### config.mk
export PLATFORM = sky130hd
export DESIGN_NAME = cpu_interrupt_flag_bank
export DESIGN_NICKNAME = d
export VERILOG_FILES = /design/src/flag_bank_pkg.sv /design/src/pending_flag.sv /design/src/event_irq_bank.sv /design/src/cpu_interrupt_flag_bank.sv
export SDC_FILE = /design/constraint.sdc
export NUM_CORES = 1
export LEC_CHECK = 0
export BUFFER_PORTS_ARGS = -buffer_cell sky130_fd_sc_hd__buf_2
export CORE_MARGIN = 2
export CORE_UTILIZATION = 42
export DETAILED_ROUTE_END_ITERATION = 7
export MAX_ROUTING_LAYER = met4
export PLACE_DENSITY = 0.6
export SETUP_SLACK_MARGIN = 0.1
export SLEW_MARGIN = 25
export SYNTH_ARGS = -nofsm -noshare
export SYNTH_HDL_FRONTEND = slang
export SYNTH_HIERARCHICAL = 1
export SYNTH_SLANG_ARGS = --single-unit
### constraint.sdc
create_clock -name core_clk -period 3.5 [get_ports core_clk]
set_input_delay 0.35 -clock core_clk [delete_from_list [all_inputs] [get_ports core_clk]]
set_output_delay 0.35 -clock core_clk [all_outputs]
set_load 0.05 [all_outputs]
### src/flag_bank_pkg.sv
package flag_bank_pkg;

    // Register port geometry
    localparam int unsigned ADDR_W = 8;
    localparam int unsigned DATA_W = 8;

    // Flag register offsets on the special-function register port
    localparam logic [7:0] SECURITY_IRQ_FLAGS_OFS   = 8'h98;
    localparam logic [7:0] RADIO_IRQ_FLAGS_OFS      = 8'h9b;
    localparam logic [7:0] TIMER_PORT_IRQ_FLAGS_OFS = 8'hc0;

    // Event status and mask registers of the interrupt output
    localparam logic [7:0] EVT_STATUS_OFS = 8'hf0;
    localparam logic [7:0] EVT_MASK_OFS   = 8'hf1;

    // Reset values
    localparam logic [7:0] FLAGS_RESET = 8'h00;
    localparam logic [7:0] RDATA_IDLE  = 8'h00;

    // Paired flag positions in the security and radio registers
    localparam int unsigned PAIR_HI_BIT = 1;
    localparam int unsigned PAIR_LO_BIT = 0;
    localparam logic [7:0]  PAIR_MASK   = 8'h03;

    // Field positions in the timer and port register
    localparam int unsigned SLEEP_TIMER_BIT = 7;
    localparam int unsigned RESERVED_BIT    = 6;
    localparam int unsigned PORT_ZERO_BIT   = 5;
    localparam int unsigned TIMER_FOUR_BIT  = 4;

    // Interrupt sources, one event line each
    localparam int unsigned NUM_SRC    = 5;
    localparam int unsigned SRC_SEC    = 0;
    localparam int unsigned SRC_RADIO  = 1;
    localparam int unsigned SRC_SLEEP  = 2;
    localparam int unsigned SRC_PORT0  = 3;
    localparam int unsigned SRC_TIMER4 = 4;
    localparam logic [NUM_SRC-1:0] SRC_RESET = 5'h00;

endpackage

### src/pending_flag.sv
`timescale 1ns/1ns
// One byte of pending flags: software write, hardware set and clear
module pending_flag #(
    parameter int unsigned W = 8
) (
    input  wire logic         core_clk,
    input  wire logic         rst_n,
    input  wire logic         wr_en,
    input  wire logic [W-1:0] wr_data,
    input  wire logic [W-1:0] hw_set,
    input  wire logic [W-1:0] hw_clr,
    output logic      [W-1:0] q,
    output logic      [W-1:0] q_nxt
);

    logic [W-1:0] base;

    // Write lands first, then clear, then set so an event is never lost
    assign base  = wr_en ? wr_data : q;
    assign q_nxt = (base & ~hw_clr) | hw_set;

    // Flag storage, all zero after reset
    always_ff @(posedge core_clk) begin
        if (!rst_n) begin
            q <= '0;
        end else begin
            q <= q_nxt;
        end
    end

endmodule

### src/event_irq_bank.sv
`timescale 1ns/1ns
// Sticky event status, write one to clear, with mask and level output
module event_irq_bank #(
    parameter int unsigned N = 5
) (
    input  wire logic         core_clk,
    input  wire logic         rst_n,
    input  wire logic [N-1:0] evt,
    input  wire logic         stat_wr,
    input  wire logic         mask_wr,
    input  wire logic [N-1:0] wr_data,
    output logic      [N-1:0] status_r,
    output logic      [N-1:0] mask_r,
    output logic              irq_r
);

    logic [N-1:0] status_nxt;
    logic [N-1:0] clr;

    // Set wins over a clear in the same cycle
    assign clr        = stat_wr ? wr_data : '0;
    assign status_nxt = (status_r & ~clr) | evt;

    // Status, mask and registered interrupt level
    always_ff @(posedge core_clk) begin
        if (!rst_n) begin
            status_r <= '0;
            mask_r   <= '0;
            irq_r    <= 1'b0;
        end else begin
            status_r <= status_nxt;
            mask_r   <= mask_wr ? wr_data : mask_r;
            irq_r    <= |(status_nxt & (mask_wr ? wr_data : mask_r));
        end
    end

endmodule

### src/cpu_interrupt_flag_bank.sv
// The address-and-strobe port was chosen for this implementation.
`timescale 1ns/1ns
// Functional notes
// - Security event sets both pair bits together
// - Software setting either pair bit requests
// - Radio event sets both pair bits together
// - Unused upper bits hold zero after reset
// - Flag one means pending, resets zero
// - Bit 7 is sleep timer flag, RW
// - Bit 5 is port zero flag, RW
// - Timer four sets bit 4, vector clears
// - Flags set regardless of enable state
// - Module flag clear rechecks, may reassert
module cpu_interrupt_flag_bank (
    // Clock, reset and register port
    input  wire logic                                  core_clk,
    input  wire logic                                  rst_n,
    input  wire logic [flag_bank_pkg::ADDR_W-1:0]      reg_addr,
    input  wire logic [flag_bank_pkg::DATA_W-1:0]      reg_wdata,
    input  wire logic                                  reg_wr,
    input  wire logic                                  reg_rd,
    output logic      [flag_bank_pkg::DATA_W-1:0]      reg_rdata,
    // Events from the peripheral sources
    input  wire logic                                  sec_evt,
    input  wire logic                                  radio_evt,
    input  wire logic                                  sleep_evt,
    input  wire logic                                  port0_evt,
    input  wire logic                                  timer4_evt,
    // Acknowledge and recheck signals from the core
    input  wire logic                                  timer4_vector_ack,
    input  wire logic [flag_bank_pkg::NUM_SRC-1:0]     module_clr,
    input  wire logic [flag_bank_pkg::NUM_SRC-1:0]     module_pend,
    // Requests to the core and the level interrupt
    output logic                                       security_req,
    output logic                                       radio_req,
    output logic                                       sleep_req,
    output logic                                       port0_req,
    output logic                                       timer4_req,
    output logic                                       reserved_set,
    output logic                                       irq
);

    // Short local names for the byte width and the source count; the source
    // count sizes the per-source event vectors, the event status and mask, never the flag bytes
    localparam int unsigned DW = flag_bank_pkg::DATA_W;
    localparam int unsigned NS = flag_bank_pkg::NUM_SRC;

    ////////////////////////////////////////////////////////////////////////////
    // Declarations

    // Per-source event vectors, indexed by the source numbers
    logic [NS-1:0] src_evt;
    logic [NS-1:0] recheck_evt;
    logic [NS-1:0] set_evt;

    // Register selects, one hot for a mapped address
    logic          sel_sec;
    logic          sel_radio;
    logic          sel_tp;
    logic          sel_stat;
    logic          sel_mask;
    logic          sel_any;

    // Write strobes gated by their select
    logic          wr_sec;
    logic          wr_radio;
    logic          wr_tp;
    logic          wr_stat;
    logic          wr_mask;

    // Hardware set and clear bytes
    logic [DW-1:0] sec_set;
    logic [DW-1:0] radio_set;
    logic [DW-1:0] tp_set;
    logic [DW-1:0] tp_clr;

    // Flag bytes and their next values
    logic [DW-1:0] sec_q;
    logic [DW-1:0] sec_nxt;
    logic [DW-1:0] radio_q;
    logic [DW-1:0] radio_nxt;
    logic [DW-1:0] tp_q;
    logic [DW-1:0] tp_nxt;

    // Event status, mask and interrupt level
    logic [NS-1:0] evt_status;
    logic [NS-1:0] evt_mask;
    logic          irq_level;

    // Read selection
    logic [DW-1:0] rd_mux;
    logic [DW-1:0] rdata_nxt;

    // Output flip-flops; every top output but irq leaves from one of these
    logic [DW-1:0] rdata_r;
    logic          security_req_r;
    logic          radio_req_r;
    logic          sleep_req_r;
    logic          port0_req_r;
    logic          timer4_req_r;
    logic          reserved_set_r;

    ////////////////////////////////////////////////////////////////////////////
    // Event gathering

    // Sources are logic on core_clk, so no synchroniser stands in front.
    // Each high cycle counts as one event; a source that holds its line
    // high simply keeps setting a flag that is already set.
    // Source events, one line per interrupt source
    assign src_evt[flag_bank_pkg::SRC_SEC]    = sec_evt;
    assign src_evt[flag_bank_pkg::SRC_RADIO]  = radio_evt;
    assign src_evt[flag_bank_pkg::SRC_SLEEP]  = sleep_evt;
    assign src_evt[flag_bank_pkg::SRC_PORT0]  = port0_evt;
    assign src_evt[flag_bank_pkg::SRC_TIMER4] = timer4_evt;

    // Module flag cleared while others still enabled and set: raise again
    // The peripheral reports that it has more work through module_pend,
    // so a lost request after a partial clear cannot happen here.
    assign recheck_evt = module_clr & module_pend;

    // Hazard: gating the set by the enable would lose an event that arrives
    // while software has the source masked, so the flag is always taken.
    // Enables play no part here; gating is done further on by the core
    assign set_evt = src_evt | recheck_evt;

    ////////////////////////////////////////////////////////////////////////////
    // Address decode

    // Full eight-bit compare: the register space is dense, so a partial
    // decode would alias these bytes onto their neighbours.
    // Exact byte decode; anything else is unmapped
    assign sel_sec   = (reg_addr == flag_bank_pkg::SECURITY_IRQ_FLAGS_OFS);
    assign sel_radio = (reg_addr == flag_bank_pkg::RADIO_IRQ_FLAGS_OFS);
    assign sel_tp    = (reg_addr == flag_bank_pkg::TIMER_PORT_IRQ_FLAGS_OFS);
    assign sel_stat  = (reg_addr == flag_bank_pkg::EVT_STATUS_OFS);
    assign sel_mask  = (reg_addr == flag_bank_pkg::EVT_MASK_OFS);
    assign sel_any   = sel_sec | sel_radio | sel_tp | sel_stat | sel_mask;

    // Writes to the status and mask bytes serve the level interrupt only
    // and leave the flag bytes alone.
    // Whole-byte write strobes, no partial lanes on this port
    assign wr_sec   = reg_wr & sel_sec;
    assign wr_radio = reg_wr & sel_radio;
    assign wr_tp    = reg_wr & sel_tp;
    assign wr_stat  = reg_wr & sel_stat;
    assign wr_mask  = reg_wr & sel_mask;

    ////////////////////////////////////////////////////////////////////////////
    // Hardware set and clear vectors

    // A recheck after a module-level clear counts as a fresh event, so it
    // fills a pair completely, just as the source itself would.
    // Security event fills both flags of its pair at once
    assign sec_set = set_evt[flag_bank_pkg::SRC_SEC] ? flag_bank_pkg::PAIR_MASK
                                                      : flag_bank_pkg::FLAGS_RESET;

    // Radio event fills both flags of its pair at once
    assign radio_set = set_evt[flag_bank_pkg::SRC_RADIO] ? flag_bank_pkg::PAIR_MASK
                                                          : flag_bank_pkg::FLAGS_RESET;

    // Reserved bit 6 and bits 3:0 get no hardware set at all; only software
    // can change them.
    // Sleep timer, port zero and timer four events each own one bit
    always_comb begin
        tp_set = flag_bank_pkg::FLAGS_RESET;
        tp_set[flag_bank_pkg::SLEEP_TIMER_BIT] = set_evt[flag_bank_pkg::SRC_SLEEP];
        tp_set[flag_bank_pkg::PORT_ZERO_BIT]   = set_evt[flag_bank_pkg::SRC_PORT0];
        tp_set[flag_bank_pkg::TIMER_FOUR_BIT]  = set_evt[flag_bank_pkg::SRC_TIMER4];
    end

    // Sleep timer and port zero flags are cleared by software only; the
    // acknowledge from the core is wired to the timer four bit alone.
    // Only the timer four flag is cleared by the vector acknowledge
    // A fresh timer event in the acknowledge cycle still wins.
    always_comb begin
        tp_clr = flag_bank_pkg::FLAGS_RESET;
        tp_clr[flag_bank_pkg::TIMER_FOUR_BIT] = timer4_vector_ack;
    end

    ////////////////////////////////////////////////////////////////////////////
    // Flag registers

    // All three bytes use one flag cell. Inside it a software write loads
    // the byte first, the hardware clear comes next and the hardware set
    // last, so an event that meets a write or an acknowledge is never lost.
    // Limitation: software cannot clear a flag in the cycle its event fires.
    // Security pair; bits 7:2 are plain storage that hardware never sets
    pending_flag #(
        .W       (DW)
    ) u_sec_flags (
        .core_clk(core_clk),
        .rst_n   (rst_n),
        .wr_en   (wr_sec),
        .wr_data (reg_wdata),
        .hw_set  (sec_set),
        .hw_clr  (flag_bank_pkg::FLAGS_RESET),
        .q       (sec_q),
        .q_nxt   (sec_nxt)
    );

    // Radio pair; upper bits likewise left to software
    pending_flag #(
        .W       (DW)
    ) u_radio_flags (
        .core_clk(core_clk),
        .rst_n   (rst_n),
        .wr_en   (wr_radio),
        .wr_data (reg_wdata),
        .hw_set  (radio_set),
        .hw_clr  (flag_bank_pkg::FLAGS_RESET),
        .q       (radio_q),
        .q_nxt   (radio_nxt)
    );

    // Timer and port flags; reserved bit 6 is stored as written
    pending_flag #(
        .W       (DW)
    ) u_tp_flags (
        .core_clk(core_clk),
        .rst_n   (rst_n),
        .wr_en   (wr_tp),
        .wr_data (reg_wdata),
        .hw_set  (tp_set),
        .hw_clr  (tp_clr),
        .q       (tp_q),
        .q_nxt   (tp_nxt)
    );

    ////////////////////////////////////////////////////////////////////////////
    // Requests to the core

    // Trade-off: one more flip-flop per request buys outputs that leave
    // straight from a register, at no cost in latency, because the next
    // flag value rather than the stored one feeds them.
    // Requests follow the next flag value so they line up with the flags.
    // Either half of a pair is enough, so a one-bit software set works.
    always_ff @(posedge core_clk) begin
        if (!rst_n) begin
            security_req_r <= 1'b0;
            radio_req_r    <= 1'b0;
            sleep_req_r    <= 1'b0;
            port0_req_r    <= 1'b0;
            timer4_req_r   <= 1'b0;
            reserved_set_r <= 1'b0;
        end else begin
            security_req_r <= sec_nxt[flag_bank_pkg::PAIR_HI_BIT]
                            | sec_nxt[flag_bank_pkg::PAIR_LO_BIT];
            radio_req_r    <= radio_nxt[flag_bank_pkg::PAIR_HI_BIT]
                            | radio_nxt[flag_bank_pkg::PAIR_LO_BIT];
            sleep_req_r    <= tp_nxt[flag_bank_pkg::SLEEP_TIMER_BIT];
            port0_req_r    <= tp_nxt[flag_bank_pkg::PORT_ZERO_BIT];
            timer4_req_r   <= tp_nxt[flag_bank_pkg::TIMER_FOUR_BIT];
            reserved_set_r <= tp_nxt[flag_bank_pkg::RESERVED_BIT];
        end
    end

    // Software that leaves the reserved bit set makes the core re-enter its
    // service routine without end; the block reports this, it does not fix it.
    // A set reserved bit is only flagged; the block does not force it back
    assign reserved_set = reserved_set_r;
    assign security_req = security_req_r;
    assign radio_req    = radio_req_r;
    assign sleep_req    = sleep_req_r;
    assign port0_req    = port0_req_r;
    assign timer4_req   = timer4_req_r;

    ////////////////////////////////////////////////////////////////////////////
    // Event status and interrupt output

    // The status byte is separate from the flag bytes: clearing a flag does
    // not clear its status bit, and the reverse holds too. Software that
    // uses the level interrupt clears both. Status bits sit at the source
    // numbers: 0 security, 1 radio, 2 sleep timer, 3 port zero, 4 timer four.
    // Every flag-setting event is also logged for the interrupt line
    event_irq_bank #(
        .N       (NS)
    ) u_evt_irq (
        .core_clk(core_clk),
        .rst_n   (rst_n),
        .evt     (set_evt),
        .stat_wr (wr_stat),
        .mask_wr (wr_mask),
        .wr_data (reg_wdata[NS-1:0]),
        .status_r(evt_status),
        .mask_r  (evt_mask),
        .irq_r   (irq_level)
    );

    // Level output, already registered inside the bank
    assign irq = irq_level;

    ////////////////////////////////////////////////////////////////////////////
    // Read path

    // Reads have no side effect on any flag, so polling is safe.
    // Read mux; status and mask sit in the low bits, upper bits zero
    assign rd_mux = sel_sec   ? sec_q :
                    sel_radio ? radio_q :
                    sel_tp    ? tp_q :
                    sel_stat  ? {{(DW-NS){1'b0}}, evt_status} :
                    sel_mask  ? {{(DW-NS){1'b0}}, evt_mask} :
                                flag_bank_pkg::RDATA_IDLE;

    // Data stands for the one cycle after the strobe, zero otherwise
    assign rdata_nxt = (reg_rd && sel_any) ? rd_mux : flag_bank_pkg::RDATA_IDLE;

    // Read data register
    always_ff @(posedge core_clk) begin
        if (!rst_n) begin
            rdata_r <= flag_bank_pkg::RDATA_IDLE;
        end else begin
            rdata_r <= rdata_nxt;
        end
    end

    // Read data leaves from the read data flip-flop
    assign reg_rdata = rdata_r;

endmodule

==> key figures, run 1 <==
Placement
  • Instance area after placement: 0.00297 sq mm
  • Estimated wirelength of the detail-placed design: 4.46 mm
  • Number of placed instances, taps included: 438
  • Post-Place Setup Slack: 1.07 ns
  • Input/output buffers: 50
  • RD Place Congestion: 0.842

Finish
  • Share of final-layout standard cells stronger than drive strength 1: 21.1%
  • Antenna diode count: 0
  • Final design area excluding fillers: 0.00306 sq mm
  • Fill cell instance count of the final layout: 609
  • Final #Nets: 406
  • Final instance count without filler cells: 445
  • Syn-to-layout area delta: 22.4%
  • Post-layout util: 52.6%

Pwr
  • Combinational cell fraction of total power: 14.5%
  • Fraction of power spent switching nets: 26.5%
  • Internal power: 0.810 mW
  • Power, Total: 1.10 mW
  • Net switching power: 0.291 mW
  • Power density of the placed cells: 360 mW/mm^2
  • Part of the total power dissipated in the clock network: 30.4%
  • VDD IR-drop max: 0.000167 V
  • Part of the power in registers: 55.1%
  • Cell leakage power: 1.28 nW

Die
  • Area of the die: 0.00658 sq mm
  • Effective utilization at floorplan: 42.9%
  • Area of the core: 0.00582 sq mm
  • Number of top-level pins: 51
  • Die Width: 81.1 microns
  • Std-Cell Rows: 28
  • DIE HEIGHT: 81.1 microns

Hold path
  • Beginning of the worst hold path: timer4_vector_ack
  • Worst Hold Path EP: u_tp_flags/q[4]
  • Path type of the worst min-delay path: primary input to register
  • Number of cells on the worst hold path: 3

Synth
  • Synthesized area per cell: 9.22 sq um
  • Synthesis Warnings: 6
  • Gate count of the mapped netlist: 271
  • Post-Synthesis Cell Area: 0.00250 sq mm

Routing
  • Number of design-rule violations left by the first detailed-router iteration: 181
  • WL per Instance: 13.0 microns
  • Number of antenna-violating nets in the routed design: 0
  • Vias: 2,103
  • Detailed-route vias per instance: 4.73
  • DRC Markers: 0
  • First-pass iteration count of the detailed router: 4
  • Detailed-route wire length: 5.77 mm

Timing
  • Final critical path time including I/O delays and setup: 2.14 ns
  • Highest achievable clock rate: 467 MHz
  • Final setup fails: 0
  • Slew Limit Fails: 0
  • Number of hold violations in the final report: 0
  • Relative slew slack: 61.1%
  • Post-Route Skew: 0.00413 ns
  • Final setup TNS: 0 ns
  • Final setup slack of the worst path: 1.36 ns
  • WHS: 0.331 ns
  • Slew at the pin closest to its max-slew limit: 0.583 ns
  • Setup repair after global routing missed its margin: false
  • Tcrit/Tclk final: 61.2%

Global route
  • Number of global-route vias before repair: 2,007
  • Largest net degree at the start of global routing: 66
  • Final global-route overflow total: 0
  • Overall global routing resource usage: 19.7%
  • Initial antenna violation count: 0
  • Wire length of the first global-routing pass: 9.63 mm

Clock tree
  • H-tree level count: 2
  • Number of clock sinks: 49
  • Bufs on Longest Clock Path: 2
  • Clock Latency Late Sink: 0.30 ns
  • Clock tree from TritonCTS: yes
  • CTS Buf Count: 5
  • Clock root buffer master: clkbuf_8
  • Clock slew at the register clock pins of the worst setup and hold paths: 0.08 ns
  • CTS-repair resized insts: 0
  • Number of buffers added to fix hold violations after cts: 0
  • Setup Fix Bufs, Post-CTS: 0

Setup path
  • Data required, critical path: 3.70 ns
  • Count of cells along the worst register-to-register path: 4
  • Delay contributed by the slowest stage of the critical path: 0.57 ns
  • Worst Path Max Fanout: 8
  • Crit path depth: 7
  • Type of destination of the critical path: register
  • Flop-to-flop setup slack: 2.46 ns
  • R2r endpoint: reg_rdata[2]
  • Source of the worst register-to-register timing path: u_tp_flags/q[2]
  • Cell family contributing the most delay on the critical path: simple AND/OR/NAND/NOR gates
  • Critical path buffers and inverters: 1
  • Critical path launch point type: primary input
  • CP arrival: 2.34 ns
  • Category of the critical setup timing path: primary input to register
  • Critical path's slowest cell: or4_4
  • Worst path cell trace: buf_2, or4_4, nor4_4, and2_2, mux2i_1, o21bai_1, and2_1

Job
  • Max_cap viols: 0

Outcome
  • Run status: finished clean
-- registers in the layout, indices dropped and copies added (netlist names), 5 cells and up --
name,flops
reg_rdata,8
u_radio_flags/q,8
u_sec_flags/q,8
u_tp_flags/q,8
u_evt_irq/mask_r,5
u_evt_irq/status_r,5
-- area by class of cell --
cell class / instances / area (sq um) / share of cell area [%]
multi-input combinational: 259 / 1610 / 52.7
timing repair buffer: 54 / 280 / 9.17
sequential: 49 / 981 / 32.1
clock buffer: 7 / 86.3 / 2.82
inverter: 1 / 3.75 / 0.123
tap: 75 / 93.8 / 3.07
-- metal layers --
| metal | up-vias | share of wire (%) | routed length [microns] | track usage (%) |
|---|---|---|---|---|
| met5 | - | 0 | 0 | - |
| met4 | 0 | 1.9 | 108 | 7.29 |
| met3 | 8 | 4.9 | 280 | 3.22 |
| met2 | 49 | 45 | 2580 | 30.2 |
| met1 | 932 | 49 | 2800 | 26.3 |
| li1 | 1114 | - | - | - |
-- placed cells by master, fill, tap and decap left out, types with 2 or more instances in the layout --
cell,count
nand3_1,3
o21a_1,2
a21oi_2,2
nor2_1,15
a22oi_1,3
buf_2,50
mux2i_1,29
o21ai_1,24
a21o_1,5
clkbuf_8,6
nor2b_1,4
nand2_1,35
conb_1,48
mux2_2,2
buf_4,4
dfxtp_1,49
o21ai_0,5
nor3_2,3
and2b_1,5
o21bai_1,8
a22o_1,3
o22ai_1,2
a21oi_1,4
and2_1,5
a221oi_1,2
a222oi_1,3
nand2b_1,27
-- power by group through the flow --
stage | combinational (mW) | clock [mW] | sequential, mW
2_1_floorplan | 0.0880 | 0 | 0.631
3_3_place_gp | 0.157 | 0 | 0.621
3_5_place_dp | 0.159 | 0 | 0.620
4_1_cts | 0.160 | 0.346 | 0.607
5_1_grt | 0.180 | 0.362 | 0.610
6_report | 0.160 | 0.334 | 0.607
-- worst max path at each step --
stage / start / endpoint / slack [ns]
finish: reg_addr[4] / reserved_set / 1.36
global route: reg_addr[4] / port0_req / 1.26
CTS: reg_addr[4] / reserved_set / 1.38
detailed placement: reg_addr[4] / reserved_set / 1.07
global placement: reg_addr[4] / reserved_set / 1.15
floorplan: reg_addr[4] / port0_req / 1.46
-- worst reg2reg max path, stage by stage (launching register included) --
cell and delay (ns):
dfxtp_1 0.34, nand3_1 0.08, nor2_1 0.13, o21ai_0 0.10
a211oi_1 0.29
Power figures use the tool's default switching activity.
==> run 2: changes to the inputs <==
Settings changed: PLACE_DENSITY 0.6 to 0.63.
Clock period 3.5 ns to 1.75 ns, I/O delays scaled along.
==> run 2 against run 1 <==
  * Clock skew is 0.0017 ns higher
  * Combinational power is 120% higher
  * Non-clock buffer count is 31 higher
  * Largest cell class unchanged
  * Flip-flop and latch count stayed put
  * Critical endpoint unchanged
==> key figures, run 2 (synthesis gave the netlist of run 1 again) <==
Outcome
  • Run status: finished clean

Finish
  • Most frequent standard cell in the layout excluding fill and tap cells: buf_2
  • Final #Nets: 437 (+7.6%)
  • Antenna diode count: 0 (unchanged)
  • Final design area excluding fillers: 0.00331 sq mm (+8.3%)
  • Post-layout util: 56.9% (+4.3 points)
  • Final instance count without filler cells: 477 (+7.2%)
  • Syn-to-layout area delta: 32.6%
  • Most used cells in the layout excluding fill and tap cells: buf_2 (50), dfxtp_1 (49), conb_1 (48)
  • Share of final-layout standard cells stronger than drive strength 1: 27.9% (+6.8 points)

Routing
  • First-pass iteration count of the detailed router: 4 (unchanged)
  • WL per Instance: 12.9 microns (-0.52%)
  • Detailed-route wire length: 6.16 mm (+6.6%)
  • Vias: 2,254 (+7.2%)
  • Detailed-route vias per instance: 4.73 (about the same)
  • Number of antenna-violating nets in the routed design: 0 (unchanged)
  • DRC Markers: 0 (unchanged)
  • Number of design-rule violations left by the first detailed-router iteration: 130 (-28%)

Die
  • Area of the core: 0.00582 sq mm (unchanged)
  • Effective utilization at floorplan: 42.9% (unchanged)
  • Area of the die: 0.00658 sq mm (unchanged)
  • Std-Cell Rows: 28 (unchanged)
  • DIE HEIGHT: 81.1 microns (unchanged)
  • Die Width: 81.1 microns (unchanged)
  • Number of top-level pins: 51 (unchanged)

Clock tree
  • Setup Fix Bufs, Post-CTS: 0 (unchanged)
  • CTS-repair resized insts: 0 (unchanged)
  • Clock tree from TritonCTS: yes
  • CTS Buf Count: 5 (unchanged)
  • Number of clock sinks: 49 (unchanged)
  • Number of buffers added to fix hold violations after cts: 0 (unchanged)
  • Clock Latency Late Sink: 0.30 ns (about the same)
  • Clock slew at the register clock pins of the worst setup and hold paths: 0.09 ns (about the same)
  • H-tree level count: 2 (unchanged)
  • Bufs on Longest Clock Path: 2 (unchanged)
  • Clock root buffer master: clkbuf_8

Timing
  • Tcrit/Tclk final: 89.2%
  • Final setup slack of the worst path: 0.188 ns (-1.17 ns)
  • Relative slew slack: 64.7% (+3.5 points)
  • Final setup fails: 0 (unchanged)
  • Number of hold violations in the final report: 0 (unchanged)
  • Highest achievable clock rate: 640 MHz
  • Final critical path time including I/O delays and setup: 1.56 ns
  • Setup repair after global routing missed its margin: false
  • Final setup TNS: 0 ns (unchanged)
  • Post-Route Skew: 0.00578 ns (+0.00165 ns)
  • Slew Limit Fails: 0 (unchanged)
  • Slew at the pin closest to its max-slew limit: 0.529 ns (-0.0541 ns)

Placement
  • Number of placed instances, taps included: 469 (+7.1%)
  • Input/output buffers: 50 (unchanged)
  • RD Place Congestion: 0.820 (-2.6%)
  • Estimated wirelength of the detail-placed design: 4.79 mm (+7.5%)
  • Post-Place Setup Slack: -0.148 ns (-1.22 ns)
  • Instance area after placement: 0.00321 sq mm (+8.1%)

Global route
  • Overall global routing resource usage: 20.1% (+0.38 points)
  • Number of global-route vias before repair: 2,015 (+0.40%)
  • Largest net degree at the start of global routing: 29 (-56%)
  • Initial antenna violation count: 0 (unchanged)
  • Wire length of the first global-routing pass: 9.78 mm (+1.6%)
  • Final global-route overflow total: 0 (unchanged)

Hold path
  • Path type of the worst min-delay path: primary input to register

Setup path
  • Worst Path Max Fanout: 6 (-2)
  • Type of destination of the critical path: register
  • Category of the critical setup timing path: primary input to register
  • Data required, critical path: 1.95 ns (-1.75 ns)
  • CP arrival: 1.77 ns (-0.57 ns)
  • Critical path launch point type: primary input

Pwr
  • Power density of the placed cells: 671 mW/mm^2 (+86%)
  • VDD IR-drop max: 0.000407 V (+140%)
  • Cell leakage power: 1.44 nW (+13%)

Job
  • Max_cap viols: 0 (unchanged)
## run 2: cell type report
class	count	area [sq um]
clock inverter	3	17.5
sequential	49	981
fill	550	2500
inverter	1	3.75
multi-input combinational	259	1630
clock buffer	5	68.8
timing repair buffer	85	513
tap	75	93.8
## run 2: worst max-delay path: stages
cell and delay [ns]:
buf_2 0.12, or4_4 0.55, nor4_4 0.17, and2_4 0.27, mux2i_2 0.25, o21bai_1 0.09, and2_1 0.15
## run 2: final timing paths
check	startpoint	endpoint	slack, ns	depth (start not counted)
setup reg to reg	u_evt_irq/status_r[0]	reg_rdata[0]	0.69	3
hold reg to reg	u_sec_flags/q[7]	reg_rdata[7]	0.50	2
setup / recovery	reg_addr[4]	reserved_set	0.19	7
hold / removal	timer4_vector_ack	u_tp_flags/q[4]	0.14	3
## run 2: routing by layer
metal / GRT usage [%] / vias to the layer above / share of wire, %
met2: 30.8 / 66 / 45
met4: 4.92 / 0 / 0.96
met3: 4.00 / 6 / 5.4
li1: - / 1177 / -
met1: 27.3 / 1005 / 49
met5: - / - / 0
## run 2: through the flow
| stage | hold slack (ns) | total power [mW] |
|---|---|---|
| 3_5_place_dp | 0.464 | 1.59 |
| 6_report | 0.138 | 2.22 |
| 2_1_floorplan | 0.292 | 1.44 |
| 4_1_cts | 0.132 | 2.24 |
| 5_1_grt | 0.140 | 2.34 |
| 3_3_place_gp | 0.452 | 1.58 |
## run 2: power by group
part | total (mW) | switching (mW) | internal (mW) | leakage [nW]
clock network | 0.653 | 0.377 | 0.276 | 0.0439
logic | 0.356 | 0.201 | 0.155 | 0.992
registers | 1.21 | 0.0340 | 1.18 | 0.406
total | 2.22 | 0.612 | 1.61 | 1.44
==> run 3: changes to the inputs <==
Settings changed: ABC_AREA set to 1, PLACE_DENSITY 0.63 to 0.62.
Clock period 1.75 ns to 1.4 ns, I/O delays scaled along.
==> run 3 against run 2 <==
  * Global-route usage grew 1.3 points
  * Count of clock-buffer cells in the layout is the same
  * Worst hold slack lost 0.038 ns
  * Sequential share of layout area down 2.7 points
  * Critical path depth is 2 higher
  * Register-to-register slack got worse by 0.17 ns
  * Clock power is 88% higher
  * Total power increased by 44%
  * Flip-flop and latch count did not move
  * Synthesized cell count is 65% higher
==> key figures, run 3 <==
Clock tree
  • CTS Buf Count: 5 (unchanged)
  • Clock root buffer master: clkbuf_8
  • Setup Fix Bufs, Post-CTS: 0 (unchanged)
  • Bufs on Longest Clock Path: 2 (unchanged)
  • Number of clock sinks: 49 (unchanged)
  • Clock tree from TritonCTS: yes
  • Clock slew at the register clock pins of the worst setup and hold paths: 0.10 ns (about the same)
  • Clock Latency Late Sink: 0.31 ns (about the same)
  • H-tree level count: 2 (unchanged)
  • Number of buffers added to fix hold violations after cts: 0 (unchanged)

Routing
  • Number of design-rule violations left by the first detailed-router iteration: 78 (-40%)
  • Detailed-route wire length: 7.25 mm (+18%)
  • Vias: 2,773 (+23%)
  • Number of antenna-violating nets in the routed design: 0 (unchanged)
  • First-pass iteration count of the detailed router: 4 (unchanged)
  • WL per Instance: 11.3 microns (-12%)
  • Detailed-route vias per instance: 4.33 (-8.3%)
  • DRC Markers: 0 (unchanged)

Setup path
  • Flop-to-flop setup slack: 0.52 ns (-0.17 ns)
  • CP arrival: 1.38 ns (-0.39 ns)
  • Critical path launch point type: primary input
  • Count of cells along the worst register-to-register path: 4 (+1)
  • Worst Path Max Fanout: 8 (+2)
  • Category of the critical setup timing path: primary input to register
  • Data required, critical path: 1.65 ns (-0.30 ns)
  • Type of destination of the critical path: register

Hold path
  • Path type of the worst min-delay path: primary input to register
  • Number of cells on the worst hold path: 4 (+1)

Pwr
  • Cell leakage power: 1.93 nW (+34%)
  • Power density of the placed cells: 875 mW/mm^2 (+30%)
  • VDD IR-drop max: 0.000359 V (-12%)

Outcome
  • Run status: finished clean

Timing
  • Final critical path time including I/O delays and setup: 1.14 ns
  • Slew Limit Fails: 0 (unchanged)
  • Post-Route Skew: 0.00918 ns (+0.00339 ns)
  • Setup repair after global routing missed its margin: false
  • Number of hold violations in the final report: 0 (unchanged)
  • Tcrit/Tclk final: 81.1%
  • Highest achievable clock rate: 881 MHz
  • Final setup slack of the worst path: 0.265 ns (+0.0763 ns)
  • Final setup fails: 0 (unchanged)

Placement
  • Number of placed instances, taps included: 632 (+35%)
  • Post-Place Setup Slack: -0.0718 ns (+0.0763 ns)
  • Estimated wirelength of the detail-placed design: 5.79 mm (+21%)
  • RD Place Congestion: 0.880 (+7.3%)
  • Input/output buffers: 50 (unchanged)

Finish
  • Final #Nets: 595 (+36%)
  • Share of final-layout standard cells stronger than drive strength 1: 23.8% (-4.1 points)
  • Final instance count without filler cells: 640 (+34%)
  • Syn-to-layout area delta: 25.9%
  • Antenna diode count: 0 (unchanged)
  • Most frequent standard cell in the layout excluding fill and tap cells: inv_1
  • Post-layout util: 54.2% (-2.7 points)
  • Most used cells in the layout excluding fill and tap cells: inv_1 (128), nand2_1 (113), buf_2 (50)

Die
  • Number of top-level pins: 51 (unchanged)
  • Area of the die: 0.00757 sq mm (+15%)
  • Die Width: 87.0 microns (+7.3%)
  • DIE HEIGHT: 87.0 microns (+7.3%)
  • Effective utilization at floorplan: 43.1% (+0.13 points)
  • Std-Cell Rows: 30 (+7.1%)
  • Area of the core: 0.00672 sq mm (+16%)

Global route
  • Wire length of the first global-routing pass: 12.1 mm (+23%)
  • Number of global-route vias before repair: 2,691 (+34%)
  • Largest net degree at the start of global routing: 17 (-41%)
  • Initial antenna violation count: 0 (unchanged)
  • Final global-route overflow total: 0 (unchanged)
  • Overall global routing resource usage: 21.4% (+1.3 points)

Synth
  • Gate count of the mapped netlist: 448 (+65%)
  • Synthesis Warnings: 6 (unchanged)
  • Post-Synthesis Cell Area: 0.00289 sq mm (+16%)
  • Synthesized area per cell: 6.46 sq um (-30%)

Job
  • Max_cap viols: 0 (unchanged)
-- run 3: layout make-up --
class | instances | area, sq um
multi-input cells | 299 | 1510
repair buffers | 71 | 408
well taps | 80 | 100
inverters | 133 | 507
fillers | 711 | 3070
flip-flops and latches | 49 | 981
clock inverters | 3 | 68.8
clock buffers | 5 | 68.8
-- run 3: power by group --
part / switching, mW / leakage, nW / internal [mW]
sequential: 0.0353 / 0.406 / 1.46
clock: 0.513 / 0.0687 / 0.719
combinational: 0.295 / 1.46 / 0.160
-- run 3: worst max-delay path, cell delays in order --
cell and delay, ns:
buf_2 0.12, nor2_1 0.16, nand2_2 0.12, buf_4 0.17, nor2_2 0.27, nand2_1 0.10
nand3_1 0.15, nor2_1 0.06, nor2_1 0.09
-- run 3: timing repair --
item,CTS,global route
resized for setup,0,1
endpoints found under the hold margin,0,0
setup endpoints to repair,0,1
-- run 3: per-layer routing --
layer / routed length, microns / GRT usage (%) / vias to the layer above
li1: - / - / 1494
met3: 280 / 3.60 / 8
met1: 3200 / 25.3 / 1219
met2: 3700 / 37.2 / 52
met5: 0 / - / -
met4: 63 / 5.82 / 0
-- run 3: final timing paths --
path,from,endpoint
hold reg to reg,u_evt_irq/status_r[1],u_evt_irq/status_r[1]
setup / recovery,reg_addr[0],reg_rdata[4]
hold / removal,timer4_vector_ack,u_tp_flags/q[4]
setup reg to reg,u_evt_irq/mask_r[4],reg_rdata[4]
-- run 3: per-stage QoR --
| stage | cell area, sq um | setup TNS, ns | hold slack, ns | power [mW] |
|---|---|---|---|---|
| 6_report | 3640 | 0 | 0.0994 | 3.19 |
| 5_1_grt | 3640 | 0 | 0.102 | 3.34 |
| 4_1_cts | 3640 | 0 | 0.0853 | 3.22 |
| 3_5_place_dp | 3500 | -0.129 | 0.429 | 1.99 |
| 3_3_place_gp | 3500 | -0.0434 | 0.427 | 1.98 |
| 2_1_floorplan | 3050 | 0 | 0.233 | 1.82 |
